<file path="src/hdl/cfgp_pkg.sv">
package cfgp_pkg;

   // frame layout: flag, seven address bits, eight data bits
   localparam int        WORD_BITS       = 16;
   localparam int        DATA_BITS       = 8;
   localparam int        ADDR_BITS       = 7;
   localparam int        CNT_BITS        = 5;
   localparam logic [CNT_BITS-1:0] CNT_HDR  = 5'h08;
   localparam logic [CNT_BITS-1:0] CNT_WORD = 5'h10;
   localparam int        RW_POS          = 15;
   localparam int        HDR_RW_POS      = 7;

   // register map
   localparam logic [ADDR_BITS-1:0] ADDR_SOFT_RESET = 7'h00;
   localparam logic [ADDR_BITS-1:0] ADDR_POWER_DOWN = 7'h01;
   localparam logic [ADDR_BITS-1:0] ADDR_TIMING     = 7'h02;
   localparam logic [ADDR_BITS-1:0] ADDR_OUTPUT     = 7'h03;
   localparam logic [ADDR_BITS-1:0] ADDR_FORMAT     = 7'h04;
   localparam int        NUM_MODE_REGS   = 5;
   localparam logic [DATA_BITS-1:0] MODE_REG_RESET  = 8'h00;
   localparam logic [DATA_BITS-1:0] READ_ZERO       = 8'h00;

   // field positions
   localparam int        SOFT_RESET_BIT  = 7;
   localparam int        SLEEP_BIT       = 3;
   localparam int        NAP_BIT         = 2;
   localparam int        DCS_BIT         = 0;

   typedef enum logic [1:0] {
      FR_IDLE,
      FR_SHIFT,
      FR_HOLD
   } cfgp_frame_state_t;

endpackage

</file>
<file path="src/hdl/cfgp_link_if.sv">
`timescale 1ns/1ps

// filtered pin levels and serial clock edges, all on the core clock
interface cfgp_link_if;
   logic serial_mode;
   logic cs_n;
   logic sck;
   logic sdi;
   logic sck_rise;
   logic sck_fall;

   modport src (
      output serial_mode,
      output cs_n,
      output sck,
      output sdi,
      output sck_rise,
      output sck_fall
   );

   modport dst (
      input  serial_mode,
      input  cs_n,
      input  sck,
      input  sdi,
      input  sck_rise,
      input  sck_fall
   );
endinterface

</file>
<file path="src/hdl/cfgp_top.sv">
`timescale 1ns/1ps

module cfgp_top
   import cfgp_pkg::*;
(
   // clock, reset, enable
   input  wire logic                  CORE_CLK,
   input  wire logic                  RESET,
   input  wire logic                  CLK_EN,
   // configuration pins
   input  wire logic                  INTERFACE_SELECT_PIN,
   input  wire logic                  CS_N,
   input  wire logic                  SCK,
   input  wire logic                  SDI,
   output logic                       SDO_O,
   output logic                       SDO_OE,
   // decoded modes
   output logic                       DCS_ON,
   output logic                       SLEEP_ON,
   output logic                       NAP_ON,
   output logic                       LVDS_LOW_CURRENT,
   // raw mode registers
   output logic [DATA_BITS-1:0]       POWER_DOWN_CTRL,
   output logic [DATA_BITS-1:0]       TIMING_CTRL,
   output logic [DATA_BITS-1:0]       OUTPUT_CTRL,
   output logic [DATA_BITS-1:0]       FORMAT_CTRL
);

   ////////////////////////////////////////////////////////////////////////
   // pin sampling and frame capture

   cfgp_link_if link ();

   logic                       fr_active;
   logic                       fr_hdr;
   logic                       fr_word;
   logic [CNT_BITS-1:0]        fr_cnt;
   logic [WORD_BITS-1:0]       fr_data;

   cfgp_sync u_sync (
      .clk     (CORE_CLK),
      .rst     (RESET),
      .en      (CLK_EN),
      .if_sel  (INTERFACE_SELECT_PIN),
      .cs_n    (CS_N),
      .sck     (SCK),
      .sdi     (SDI),
      .link    (link.src)
   );

   cfgp_frame u_frame (
      .clk      (CORE_CLK),
      .rst      (RESET),
      .en       (CLK_EN),
      .link     (link.dst),
      .active   (fr_active),
      .hdr_stb  (fr_hdr),
      .word_stb (fr_word),
      .bit_cnt  (fr_cnt),
      .word     (fr_data)
   );

   ////////////////////////////////////////////////////////////////////////
   // mode registers

   logic [DATA_BITS-1:0] mode_reg  [1:NUM_MODE_REGS-1];
   logic [DATA_BITS-1:0] mode_next [1:NUM_MODE_REGS-1];
   logic                 srst_reg, srst_next;
   logic                 wr_cmd;
   logic [ADDR_BITS-1:0] wr_addr;
   logic [DATA_BITS-1:0] wr_data;

   // address 00h and unmapped addresses read as zero
   function automatic logic [DATA_BITS-1:0] read_mode(
      input logic [ADDR_BITS-1:0] a
   );
      logic [DATA_BITS-1:0] v;
      v = READ_ZERO;
      for (int k = 1; k < NUM_MODE_REGS; k++) begin
         if (a == ADDR_BITS'(k)) begin
            v = mode_reg[k];
         end
      end
      return v;
   endfunction

   assign wr_cmd  = fr_word & ~fr_data[RW_POS];
   assign wr_addr = fr_data[RW_POS-1:DATA_BITS];
   assign wr_data = fr_data[DATA_BITS-1:0];

   always_comb begin
      for (int k = 1; k < NUM_MODE_REGS; k++) begin
         mode_next[k] = mode_reg[k];
      end
      srst_next = 1'b0;
      if (srst_reg) begin
         for (int k = 1; k < NUM_MODE_REGS; k++) begin
            mode_next[k] = MODE_REG_RESET;
         end
      end else if (wr_cmd) begin
         if (wr_addr == ADDR_SOFT_RESET) begin
            srst_next = wr_data[SOFT_RESET_BIT];
         end else begin
            for (int k = 1; k < NUM_MODE_REGS; k++) begin
               if (wr_addr == ADDR_BITS'(k)) begin
                  mode_next[k] = wr_data;
               end
            end
         end
      end
   end

   always_ff @(posedge CORE_CLK or posedge RESET) begin
      if (RESET) begin
         for (int k = 1; k < NUM_MODE_REGS; k++) begin
            mode_reg[k] <= MODE_REG_RESET;
         end
         srst_reg <= 1'b0;
      end else if (CLK_EN) begin
         for (int k = 1; k < NUM_MODE_REGS; k++) begin
            mode_reg[k] <= mode_next[k];
         end
         srst_reg <= srst_next;
      end
   end

   assign POWER_DOWN_CTRL = mode_reg[ADDR_POWER_DOWN];
   assign TIMING_CTRL     = mode_reg[ADDR_TIMING];
   assign OUTPUT_CTRL     = mode_reg[ADDR_OUTPUT];
   assign FORMAT_CTRL     = mode_reg[ADDR_FORMAT];

   ////////////////////////////////////////////////////////////////////////
   // readback on sdo

   logic                 rd_active_reg, rd_active_next;
   logic [DATA_BITS-1:0] rd_sh_reg, rd_sh_next;
   logic                 sdo_oe_reg, sdo_oe_next;
   logic                 data_phase;

   assign data_phase = (fr_cnt > CNT_HDR) && (fr_cnt < CNT_WORD);

   always_comb begin
      rd_active_next = rd_active_reg;
      rd_sh_next     = rd_sh_reg;
      if (!fr_active) begin
         rd_active_next = 1'b0;
      end else if (fr_hdr && fr_data[HDR_RW_POS]) begin
         // msb is on the pin half an sck period before the ninth rise
         rd_active_next = 1'b1;
         rd_sh_next     = read_mode(fr_data[ADDR_BITS-1:0]);
      end else if (rd_active_reg && link.sck_fall && data_phase) begin
         rd_sh_next = {rd_sh_reg[DATA_BITS-2:0], 1'b1};
      end
      // release after the last bit so the pull-up restores the line
      if (fr_word) begin
         rd_active_next = 1'b0;
      end
      sdo_oe_next = rd_active_next & ~rd_sh_next[DATA_BITS-1];
   end

   always_ff @(posedge CORE_CLK or posedge RESET) begin
      if (RESET) begin
         rd_active_reg <= 1'b0;
         rd_sh_reg     <= READ_ZERO;
         sdo_oe_reg    <= 1'b0;
      end else if (CLK_EN) begin
         rd_active_reg <= rd_active_next;
         rd_sh_reg     <= rd_sh_next;
         sdo_oe_reg    <= sdo_oe_next;
      end
   end

   // open drain: the data line itself is a constant low
   assign SDO_O  = 1'b0;
   assign SDO_OE = sdo_oe_reg;

   ////////////////////////////////////////////////////////////////////////
   // mode selection, straps or registers

   logic dcs_reg, dcs_next;
   logic sleep_reg, sleep_next;
   logic nap_reg, nap_next;
   logic lvds_reg, lvds_next;

   always_comb begin
      if (!link.serial_mode) begin
         dcs_next   = link.cs_n;
         sleep_next = link.sck;
         nap_next   = 1'b0;
         lvds_next  = link.sdi;
      end else begin
         dcs_next   = mode_reg[ADDR_TIMING][DCS_BIT];
         sleep_next = mode_reg[ADDR_POWER_DOWN][SLEEP_BIT];
         nap_next   = mode_reg[ADDR_POWER_DOWN][NAP_BIT];
         lvds_next  = 1'b0;
      end
   end

   always_ff @(posedge CORE_CLK or posedge RESET) begin
      if (RESET) begin
         dcs_reg   <= 1'b0;
         sleep_reg <= 1'b0;
         nap_reg   <= 1'b0;
         lvds_reg  <= 1'b0;
      end else if (CLK_EN) begin
         dcs_reg   <= dcs_next;
         sleep_reg <= sleep_next;
         nap_reg   <= nap_next;
         lvds_reg  <= lvds_next;
      end
   end

   assign DCS_ON           = dcs_reg;
   assign SLEEP_ON         = sleep_reg;
   assign NAP_ON           = nap_reg;
   assign LVDS_LOW_CURRENT = lvds_reg;

endmodule

</file>
<file path="src/hdl/cfgp_sync.sv">
`timescale 1ns/1ps

module cfgp_sync
   import cfgp_pkg::*;
(
   // clock and reset
   input  wire logic    clk,
   input  wire logic    rst,
   input  wire logic    en,
   // raw pins
   input  wire logic    if_sel,
   input  wire logic    cs_n,
   input  wire logic    sck,
   input  wire logic    sdi,
   // filtered view
   cfgp_link_if.src     link
);

   localparam int N = 4;

   logic [N-1:0] pin_in;
   logic [N-1:0] ff1_reg, ff2_reg, ff3_reg, q_reg, q_next;
   logic         rise_reg, rise_next, fall_reg, fall_next;

   assign pin_in = {if_sel, cs_n, sck, sdi};

   // a bit is accepted only once the second and third stages agree
   genvar i;
   generate
      for (i = 0; i < N; i++) begin : g_filt
         always_comb begin
            q_next[i] = q_reg[i];
            if (ff2_reg[i] == ff3_reg[i]) begin
               q_next[i] = ff3_reg[i];
            end
         end
      end
   endgenerate

   always_comb begin
      rise_next = q_next[1] & ~q_reg[1];
      fall_next = ~q_next[1] & q_reg[1];
   end

   // cs_n and sck idle high
   always_ff @(posedge clk or posedge rst) begin
      if (rst) begin
         ff1_reg  <= 4'hE;
         ff2_reg  <= 4'hE;
         ff3_reg  <= 4'hE;
         q_reg    <= 4'hE;
         rise_reg <= 1'b0;
         fall_reg <= 1'b0;
      end else if (en) begin
         ff1_reg  <= pin_in;
         ff2_reg  <= ff1_reg;
         ff3_reg  <= ff2_reg;
         q_reg    <= q_next;
         rise_reg <= rise_next;
         fall_reg <= fall_next;
      end
   end

   assign link.serial_mode = ~q_reg[3];
   assign link.cs_n        = q_reg[2];
   assign link.sck         = q_reg[1];
   assign link.sdi         = q_reg[0];
   assign link.sck_rise    = rise_reg;
   assign link.sck_fall    = fall_reg;

endmodule

</file>
<file path="src/hdl/cfgp_frame.sv">
`timescale 1ns/1ps

module cfgp_frame
   import cfgp_pkg::*;
(
   // clock and reset
   input  wire logic                  clk,
   input  wire logic                  rst,
   input  wire logic                  en,
   // filtered link
   cfgp_link_if.dst                   link,
   // frame results
   output logic                       active,
   output logic                       hdr_stb,
   output logic                       word_stb,
   output logic [CNT_BITS-1:0]        bit_cnt,
   output logic [WORD_BITS-1:0]       word
);

   cfgp_frame_state_t          state_reg, state_next;
   logic [CNT_BITS-1:0]        cnt_reg, cnt_next;
   logic [WORD_BITS-1:0]       sh_reg, sh_next;
   logic                       hdr_reg, hdr_next;
   logic                       word_reg, word_next;
   logic                       stop;

   assign stop = link.cs_n | ~link.serial_mode;

   always_comb begin
      state_next = state_reg;
      cnt_next   = cnt_reg;
      sh_next    = sh_reg;
      hdr_next   = 1'b0;
      word_next  = 1'b0;
      case (state_reg)
         FR_IDLE: begin
            cnt_next = '0;
            if (!stop) begin
               state_next = FR_SHIFT;
            end
         end
         FR_SHIFT: begin
            if (stop) begin
               state_next = FR_IDLE;
            end else if (link.sck_rise) begin
               sh_next  = {sh_reg[WORD_BITS-2:0], link.sdi};
               cnt_next = cnt_reg + 5'h01;
               if (cnt_reg == CNT_HDR - 5'h01) begin
                  hdr_next = 1'b1;
               end
               if (cnt_reg == CNT_WORD - 5'h01) begin
                  word_next  = 1'b1;
                  state_next = FR_HOLD;
               end
            end
         end
         FR_HOLD: begin
            // extra rising edges are ignored until cs_n rises
            if (stop) begin
               state_next = FR_IDLE;
            end
         end
         default: state_next = FR_IDLE;
      endcase
   end

   always_ff @(posedge clk or posedge rst) begin
      if (rst) begin
         state_reg <= FR_IDLE;
         cnt_reg   <= '0;
         sh_reg    <= '0;
         hdr_reg   <= 1'b0;
         word_reg  <= 1'b0;
      end else if (en) begin
         state_reg <= state_next;
         cnt_reg   <= cnt_next;
         sh_reg    <= sh_next;
         hdr_reg   <= hdr_next;
         word_reg  <= word_next;
      end
   end

   assign active   = (state_reg != FR_IDLE);
   assign hdr_stb  = hdr_reg;
   assign word_stb = word_reg;
   assign bit_cnt  = cnt_reg;
   assign word     = sh_reg;

endmodule

</file>
<file path="config.mk">
export PLATFORM = sky130hd
export DESIGN_NAME = cfgp_top
export DESIGN_NICKNAME = d
export VERILOG_FILES = /design/src/hdl/cfgp_pkg.sv /design/src/hdl/cfgp_link_if.sv /design/src/hdl/cfgp_top.sv /design/src/hdl/cfgp_sync.sv /design/src/hdl/cfgp_frame.sv
export SDC_FILE = /design/constraint.sdc
export NUM_CORES = 1
export LEC_CHECK = 0
export BUFFER_PORTS_ARGS = -buffer_cell sky130_fd_sc_hd__buf_2
export CAP_MARGIN = 5
export CORE_MARGIN = 5
export CORE_UTILIZATION = 45
export CTS_CLUSTER_DIAMETER = 120
export DETAILED_ROUTE_END_ITERATION = 7
export PLACE_DENSITY = 0.72
export SETUP_SLACK_MARGIN = 0.1
export SLEW_MARGIN = 5
export SYNTH_ARGS = -nofsm -noshare
export SYNTH_HDL_FRONTEND = slang
export SYNTH_SLANG_ARGS = --single-unit
export TNS_END_PERCENT = 5
</file>
<file path="constraint.sdc">
create_clock -name CORE_CLK -period 2.85 [get_ports CORE_CLK]
set_clock_uncertainty 0.15 [all_clocks]
set_input_delay 0.1425 -clock CORE_CLK [delete_from_list [all_inputs] [get_ports CORE_CLK]]
set_output_delay 0.1425 -clock CORE_CLK [all_outputs]
set_load 0.02 [all_outputs]
</file>
== After elaboration in Yosys (flattened, before gate mapping) ==
Index checks and enable logic that the tools add are counted.
Word-level totals
  output and inout port bits: 38
  flip-flop bits (word level): 90
  word-level logic and storage cells: 130
Operators by class
  bitwise logic cells: 10
  magnitude comparators: 2
  equality and inequality tests: 23
  muxes and demuxes: 42
  $add $sub $neg: 1
  reduce and logical (&&, ||, !) cells: 25
Operators by type and width (number)
  2-to-1 mux 32 bit: 3
  2-to-1 mux 8 bit: 11
  == test 7 x 2 -> 1 bit (second input constant): 4
  AND reduction 4 bit: 6
  2-to-1 mux 1 bit: 19
  nonzero test 2 bit: 8
  == test 7 x 1 -> 1 bit (second input constant): 2
  == test 7 x 3 -> 1 bit (second input constant): 2
  2-to-1 mux 2 bit: 5
  2-to-1 mux 5 bit: 2
  case mux 5 bit (2 select lines): 1
  inequality test 2 bit (second input constant): 4
  logical NOT 7 bit: 1
  case mux 2 bit (3 select lines): 1
  AND reduction 2 bit: 3
  adder 5 x 1 -> 5 bit (second input constant): 1
  == test 5 x 3 -> 1 bit (second input constant): 1
  == test 5 x 4 -> 1 bit (second input constant): 1
  greater-than comparator 5 x 4 -> 1 bit (second input constant): 1
  less-than comparator 5 bit (second input constant): 1
  NOT 1 bit: 5
  AND reduction 5 bit: 1
  AND 1 bit: 4
  == test 1 bit: 4
  9 further kinds: 12

== Depth between registers and ports, before layout ==
Gate-level depths: netlist of run 1.
  word-level depth: 9
  mapped depth: 7

== By module ==
Synthesis of run 1 repeated with hierarchy kept, for this count alone.
Unflattened totals
  cell total of the unflattened synthesis: 369
  area total of the unflattened synthesis: 4420.5 µm²
Modules (own cells, without submodules)
  cfgp_top: sequential area each 1176.1 µm², times used 1, area each 2433.6 µm², cells an instance 224
  cfgp_frame: sequential area each 625.6 µm², times used 1, area each 1176.1 µm², cells an instance 88
  cfgp_sync: sequential area each 465.4 µm², times used 1, area each 810.8 µm², cells an instance 57

== Least setup slack after synthesis of run 1 ==
Ideal clock, no wire load.
  kind: flip-flop to flip-flop
  start point: reg u_frame.sh_reg[11] (netlist: u_frame.word[11])
  end point: reg mode_reg (netlist bit TIMING_CTRL[0])
  path slack: 0.814 ns
  arrival time: 1.758 ns
  clock period less this slack: 2.036 ns
  data required time: 2.572 ns
  cell stages (with the launch flop): 6
  path buffers: 1
  cell sequence: dfrtp_1 -> or4_4 -> nor4_1 -> o21a_1 -> buf_6 -> mux2_1
On the way
  longest elaborated chain between the ends: 3
  elaborated cells between the ends (all ways): 5
Ends and longest elaborated chain
  from (decl): line cfgp_frame.sv:22  | logic [WORD_BITS-1:0] sh_reg, sh_next;
  from (signal assigned): line cfgp_frame.sv:77  | sh_reg <= sh_next;
  == test 7 x 2 -> 1 bit / logical NOT 7 bit (equally long branches): line cfgp_top.sv:105, cfgp_top.sv:101
  nonzero test 2 bit (no line) / inequality test 2 bit (equally long branches)
  AND reduction 4 bit (no line) (*)
  to (signal, indexed assignment): line cfgp_top.sv:121  | mode_reg[k] <= mode_next[k];
  to (decl): line cfgp_top.sv:66  | logic [DATA_BITS-1:0] mode_reg [1:NUM_MODE_REGS-1];
Mark *: on every way between the ends. The rest lies on a longest branch, timed or not.
A chain may end at the register's enable or synchronous reset.

== Worst setup path in the final report of run 1 ==
  start point: reg u_frame.sh_reg[11] (netlist: u_frame.word[11])
  end point: reg mode_reg (netlist bit TIMING_CTRL[7])
Same word-level chain as after synthesis.

==> run summary, run 1 <==
## Timing
* number of endpoints with negative hold slack in the final report: 0
* final critical-path share of the clock period: 80.5%
* unrepaired setup endpoints after global routing: false
* Achievable Freq: 0.436 GHz
* minimum hold slack: 78.9 ps
* final setup violation count: 0
* sum of negative setup slack: 0 ps
* max-slew violation count: 0
* headroom to the max-slew limit: 48.8%
* worst-margin pin slew: 766 ps
* min cycle time layout: 2290 ps

## Clock network
* clock buffer count from CTS: 9
* clock slew at reported path FFs: 90 ps
* hold-fix buffer count after cts: 5
* cts repair resizes: 0
* H-tree lvl count: 3
* setup bufs post-CTS: 0
* Max Root-Sink Buffers: 2
* TritonCTS clock tree: done
* clock latency on the worst-skew pair: 360 ps
* buffer cell driving the clock tree root: clkbuf_8
* number of clock sinks: 90

## Critical path
* worst path required time: 2940 ps
* beginning of the critical path: u_frame.word[11]
* critical path endpoint category: flip-flop
* Reg2Reg Capture Point: TIMING_CTRL[7]
* register-to-register setup slack: 560 ps
* largest stage delay on the critical path: 560 ps
* chain of cells forming the critical path: or4_4 > nor4_1 > o21a_1 > mux2_1
* Crit-path slowest cell: or4_4
* end point of the critical path: TIMING_CTRL[7]
* CP arrival: 2380 ps
* reg-to-reg critical path startpoint: u_frame.word[11]
* logic depth of the worst register-to-register path: 4
* sort of element at the start of the critical path: flip-flop
* critical path start-end classification: reg2reg
* Critical Path Fanout Max: 8

## Route
* drt pass-1 iters: 4
* average wire per standard cell: 15.9 um
* total number of vias: 3,082
* wire length after detailed routing: 9260 um
* DRT antenna net count: 0
* drt via density: 5.28
* DRT iter0 DRCs: 192
* DRC errors left: 0

## Cells and area
* fraction of layout cells with a size suffix above 1: 24.4%
* Filler Cell Count: 842
* non-filler instance count after layout: 584
* Inserted Diodes: 0
* count of nets after finishing: 460
* max FFs per register: 16
* area used by sequential logic in the layout: 0.00227 sq mm
* growth of design area from synthesis to finish: 13.9%
* area of combinational cells with multiple inputs: 0.00178 sq mm

## Global routing
* met1 GRT Util: 23.9%
* grt total ovfl: 0
* global-route total usage across every layer: 17.4%
* grt peak-use layer: met2
* met2 usage: 27.7%
* pin count of the biggest net entering global routing: 50
* global-route wire length before repair: 15,800 um
* vias in the first global route: 3,125
* routing usage on met3: 2.71%
* initial antenna violation count: 0

## Logic synthesis
* Syn Nets: 415
* number of flops mapped to enable cells by yosys: 0
* primary flip-flop cell chosen by synthesis mapping: dfrtp_1
* mapped cell area: 0.00425 sq mm
* compound-cell area share of the yosys netlist: 14.1%
* syn avg cell area: 10.5 sq um
* sequential cell area fraction in the yosys report: 53.3%
* post-synthesis sequential element count: 90
* Yosys warning count: 0
* Post-Synth XOR/XNOR Area: 0%
* fraction of synthesized area in multiplexers: 10.9%
* fraction of registers with async set/reset: 100%
* post-synthesis simple-gate area fraction: 15.9%
* main combinational cell family by area after synthesis: simple AND/OR/NAND/NOR gates
* adder-cell area share of the yosys netlist: 0.882%
* number of library cell types mapped by synthesis: 53
* post-synthesis cell count: 405

## Run
* number of violations of the max-capacitance limit: 0

## Power and ir drop
* leakage dissipation: 2.28 nW
* Peak supply drop: 0.312 mV
* Power Density: 622 mW/mm^2
* overall power: 3.01 mW

## Floorplanning
* number of top-level pins: 45
* horizontal die dimension: 107 um
* Row Count: 35
* initial standard-cell utilization of the core: 46.0%
* Floorplan Core Area: 0.00924 sq mm
* height of the die: 107 um
* die area: 0.0115 sq mm

## Place
* GPL Wtd Cong: 0.876
* Placed Instances: 563
* half-perimeter wire length after detailed placement: 6410 um
* count of input and output buffers: 43

## Hold path
* worst hold path type: in2reg

## Status
* status: finished, final reports clean

## cell usage after synthesis, types with 3 or more instances
cell type,count,area [sq um]
a21oi_1,15,75.1
a22o_1,8,70.1
buf_2,5,25.0
clkbuf_1,9,33.8
dfrtp_1,78,1950
dfstp_2,12,315
ha_1,3,37.5
inv_1,31,116
mux2_1,8,90.1
mux2_2,25,282
mux2i_1,9,90.1
nand2_1,59,221
nand2b_1,12,75.1
nand3_1,6,30.0
nand4b_1,3,26.3
nor2_1,18,67.6
nor2b_1,10,62.6
nor3_1,3,15.0
o21a_1,6,45.0
o21ai_0,20,100
o221a_2,6,67.6
o22ai_1,12,75.1
o32a_1,5,50.1
or3_1,3,18.8
## layout make-up
| cell class | instances | share of cell area [%] |
|---|---|---|
| clock buffer | 12 | 2.79 |
| clock inverter | 4 | 1.45 |
| multi-input combinational | 265 | 36.7 |
| tap | 129 | 3.33 |
| timing repair buffer | 53 | 6.50 |
| inverter | 31 | 2.43 |
| sequential | 90 | 46.8 |
## cell families (layout without fill, tap and decap cells)
kind of cell / count (synthesis) / in the layout
muxes: 42 / 42
and+or+nand+nor: 133 / 133
buffers and inverters: 50 / 100
AOI/OAI and AO/OA: 86 / 86
other: 1 / 1
adders and majority gates: 3 / 3
DFF: 90 / 90
## per-stage QoR
stage	setup WS, ps	util [%]	instance area, sq um
2_1_floorplan	242	-	4250
3_3_place_gp	601	49.7	4590
3_5_place_dp	586	49.7	4590
4_1_cts	562	52.5	4850
5_1_grt	420	52.5	4850
6_report	556	52.5	4850
## cell usage in the layout, fill, tap and decap left out, drive strengths merged, types with 5 or more instances in the layout
cell type,instances
a21oi,16
a22o,8
buf,48
clkbuf,12
dfrtp,78
dfstp,12
dlygate4sd3,5
inv,30
mux2,33
mux2i,9
nand2,59
nand2b,12
nand3,6
nor2,18
nor2b,10
o21a,6
o21ai,22
o221a,6
o22ai,12
o32a,5
## worst min-delay path by stage
stage,startpoint,end,slack (ps),cells after the start
floorplan,SDI,u_sync.ff1_reg[0],140,1
global placement,RESET,rd_sh_reg[7],130,2
detailed placement,RESET,SDO_OE,140,2
CTS,CLK_EN,u_frame.state_reg[0],80,4
global route,CLK_EN,u_frame.state_reg[1],100,4
finish,CLK_EN,u_frame.state_reg[0],80,4
## critical path, delay by kind of cell (launching register included)
family / cells / cell delay, ps
AND/OR/NAND/NOR: 2 / 850
flip-flops: 1 / 420
multiplexers: 1 / 370
AO/OA/AOI/OAI: 1 / 390
## metal layers
layer  wire length (um)  vias up
li1                   -     1515
met5                  0        -
met2               4370       47
met3                259       17
met1               4460     1503
met4                173        0
## where the power goes
part	internal, mW	leakage (nW)	switching (mW)
clock network	0.493	0.104	0.440
registers	1.42	1.16	0.153
logic	0.216	1.01	0.294
(Power assumes the default switching activity.)
==> run 2: changes to the inputs <==
--- a/config.mk
+++ b/config.mk
@@ -11,7 +11,7 @@
 export CORE_UTILIZATION = 45
 export CTS_CLUSTER_DIAMETER = 120
 export DETAILED_ROUTE_END_ITERATION = 7
-export PLACE_DENSITY = 0.72
+export PLACE_DENSITY = 0.74
 export SETUP_SLACK_MARGIN = 0.1
 export SLEW_MARGIN = 5
 export SYNTH_ARGS = -nofsm -noshare
==> constraint.sdc (replaced) <==
create_clock -name CORE_CLK -period 2.1 [get_ports CORE_CLK]
set_clock_uncertainty 0.15 [all_clocks]
set_input_delay 0.105 -clock CORE_CLK [delete_from_list [all_inputs] [get_ports CORE_CLK]]
set_output_delay 0.105 -clock CORE_CLK [all_outputs]
set_load 0.02 [all_outputs]
==> run 2 against run 1 <==
Net effect: via count is 5.4% higher; critical path depth is 1 higher; core utilization is 2.9 points higher; clock power is 32% higher; largest cell class unchanged; global-route usage is 1.2 points higher.
==> run summary, run 2 (same netlist as run 1, synthesis figures left out) <==
## Power and ir drop
* leakage dissipation: 2.40 nW
* Internal Dissipation: 2.93 mW
* Peak supply drop: 0.425 mV
* sequential fraction of design power: 49.9%
* power dissipated by switching net loads: 1.28 mW
* part of the power in combinational logic: 20.8%
* Power Density: 824 mW/mm^2
* switching part of the total: 30.4%
* Clock Power Share: 29.3%

## Critical path
* largest stage delay on the critical path: 570 ps
* Crit-path slowest cell: or4_4
* CP arrival: 2140 ps
* sort of element at the start of the critical path: flip-flop
* critical path start-end classification: reg2reg
* chain of cells forming the critical path: or4_4 > nor4_4 > o21a_1 > buf_12 > mux2_1
* Critical Path Fanout Max: 8
* critical path endpoint category: flip-flop
* worst path required time: 2200 ps

## Cells and area
* growth of design area from synthesis to finish: 20.2%
* fraction of layout cells with a size suffix above 1: 30.0%
* non-filler instance count after layout: 605
* Inserted Diodes: 0
* max FFs per register: 16
* most used cells in the layout excluding fill and tap cells: dfrtp_1, nand2_1, buf_2, inv_1, mux2_2
* count of nets after finishing: 481
* leading cell type in the layout, fill and taps excluded: dfrtp_1

## Timing
* headroom to the max-slew limit: 63.7%
* number of endpoints with negative hold slack in the final report: 0
* Achievable Freq: 0.490 GHz
* unrepaired setup endpoints after global routing: true
* worst-margin pin slew: 539 ps
* final critical-path share of the clock period: 97.2%
* final setup violation count: 0
* sum of negative setup slack: 0 ps
* min cycle time layout: 2040 ps
* max-slew violation count: 0

## Clock network
* buffer cell driving the clock tree root: clkbuf_8
* clock latency on the worst-skew pair: 360 ps
* H-tree lvl count: 3
* clock buffer count from CTS: 9
* clock slew at reported path FFs: 90 ps
* Max Root-Sink Buffers: 2
* setup bufs post-CTS: 0
* TritonCTS clock tree: done
* number of clock sinks: 90

## Route
* DRT iter0 DRCs: 291
* DRT antenna net count: 0
* wire length after detailed routing: 9970 um
* total number of vias: 3,247
* drt pass-1 iters: 4
* drt via density: 5.37
* average wire per standard cell: 16.5 um
* DRC errors left: 0

## Run
* number of violations of the max-capacitance limit: 0

## Floorplanning
* Floorplan Core Area: 0.00924 sq mm
* initial standard-cell utilization of the core: 46.0%
* height of the die: 107 um
* die area: 0.0115 sq mm
* horizontal die dimension: 107 um
* number of top-level pins: 45
* Row Count: 35

## Place
* GPL Wtd Cong: 0.877
* count of input and output buffers: 43
* Placed Instances: 582
* half-perimeter wire length after detailed placement: 6870 um

## Global routing
* global-route total usage across every layer: 18.6%
* vias in the first global route: 3,295
* initial antenna violation count: 0
* pin count of the biggest net entering global routing: 91
* grt total ovfl: 0
* global-route wire length before repair: 16,900 um

## Hold path
* worst hold path type: in2reg

## Status
* status: finished, final reports clean

run 2: path summary, 6_finish.rpt:
| path | startpoint | to | slack, ps | cells after the start |
|---|---|---|---|---|
| worst max-delay path | u_frame.word[11] | TIMING_CTRL[4] | 60 | 5 |
| worst min-delay path | CLK_EN | u_frame.bit_cnt[3] | 70 | 4 |
| worst max register to register | u_frame.word[11] | TIMING_CTRL[4] | 60 | 5 |
| worst min register to register | rd_sh_reg[4] | rd_sh_reg[4] | 360 | 1 |
| max in group asynchronous | RESET | POWER_DOWN_CTRL[7] | 1160 | 4 |
| min in group asynchronous | RESET | u_sync.link.sck_rise | 270 | 4 |
run 2: cell type report:
| cell class | count | area [sq um] |
|---|---|---|
| clock buffer | 11 | 151 |
| timing repair buffer | 74 | 503 |
| sequential | 90 | 2270 |
| multi-input combinational | 265 | 1850 |
| inverter | 31 | 120 |
| tap | 129 | 161 |
| fill | 777 | 4130 |
| clock inverter | 5 | 62.6 |
run 2: through the flow:
| step | instance area [sq um] | worst slack (ps) | hold WS [ps] | total power [mW] | util [%] |
|---|---|---|---|---|---|
| after floorplan | 4260 | 64.5 | 107 | 2.65 | - |
| after global placement | 4760 | -7.36 | 125 | 2.89 | 51.5 |
| after detailed placement | 4760 | -67.9 | 128 | 2.93 | 51.5 |
| after CTS | 5080 | 42.5 | 65.5 | 4.22 | 54.9 |
| after global routing | 5110 | -21.8 | 114 | 4.43 | 55.3 |
| final | 5110 | 59.1 | 70.8 | 4.21 | 55.3 |
run 2: critical path, delay by kind of cell, from the launching register on:
kind / cells / cell delay (ps)
compound gates: 1 / 190
mux: 1 / 320
buf+inv: 1 / 140
flops: 1 / 400
simple gates: 2 / 730
run 2: routing by layer:
metal / up-vias / share of wire (%) / track usage [%]
met2: 80 / 51 / 29.8
met1: 1608 / 44 / 25.2
met3: 18 / 3.5 / 2.47
li1: 1541 / - / -
met5: - / 0 / 0
met4: 0 / 2.2 / 8.04
run 2: what timing repair did:
item,in CTS,in global routing
gates resized for setup,5,7
pin swaps,2,6
hold buffers,7,0
hold endpoints to repair,84,0
gates cloned,0,0
setup endpoints to repair,28,34
run 2: power by group through the flow:
stage          Combinational, mW  Clock [mW]  Sequential, mW
2_1_floorplan              0.557           0            2.10
3_3_place_gp               0.773           0            2.12
3_5_place_dp               0.800           0            2.13
4_1_cts                    0.860        1.26            2.10
5_1_grt                    0.966        1.33            2.13
6_report                   0.876        1.23            2.10
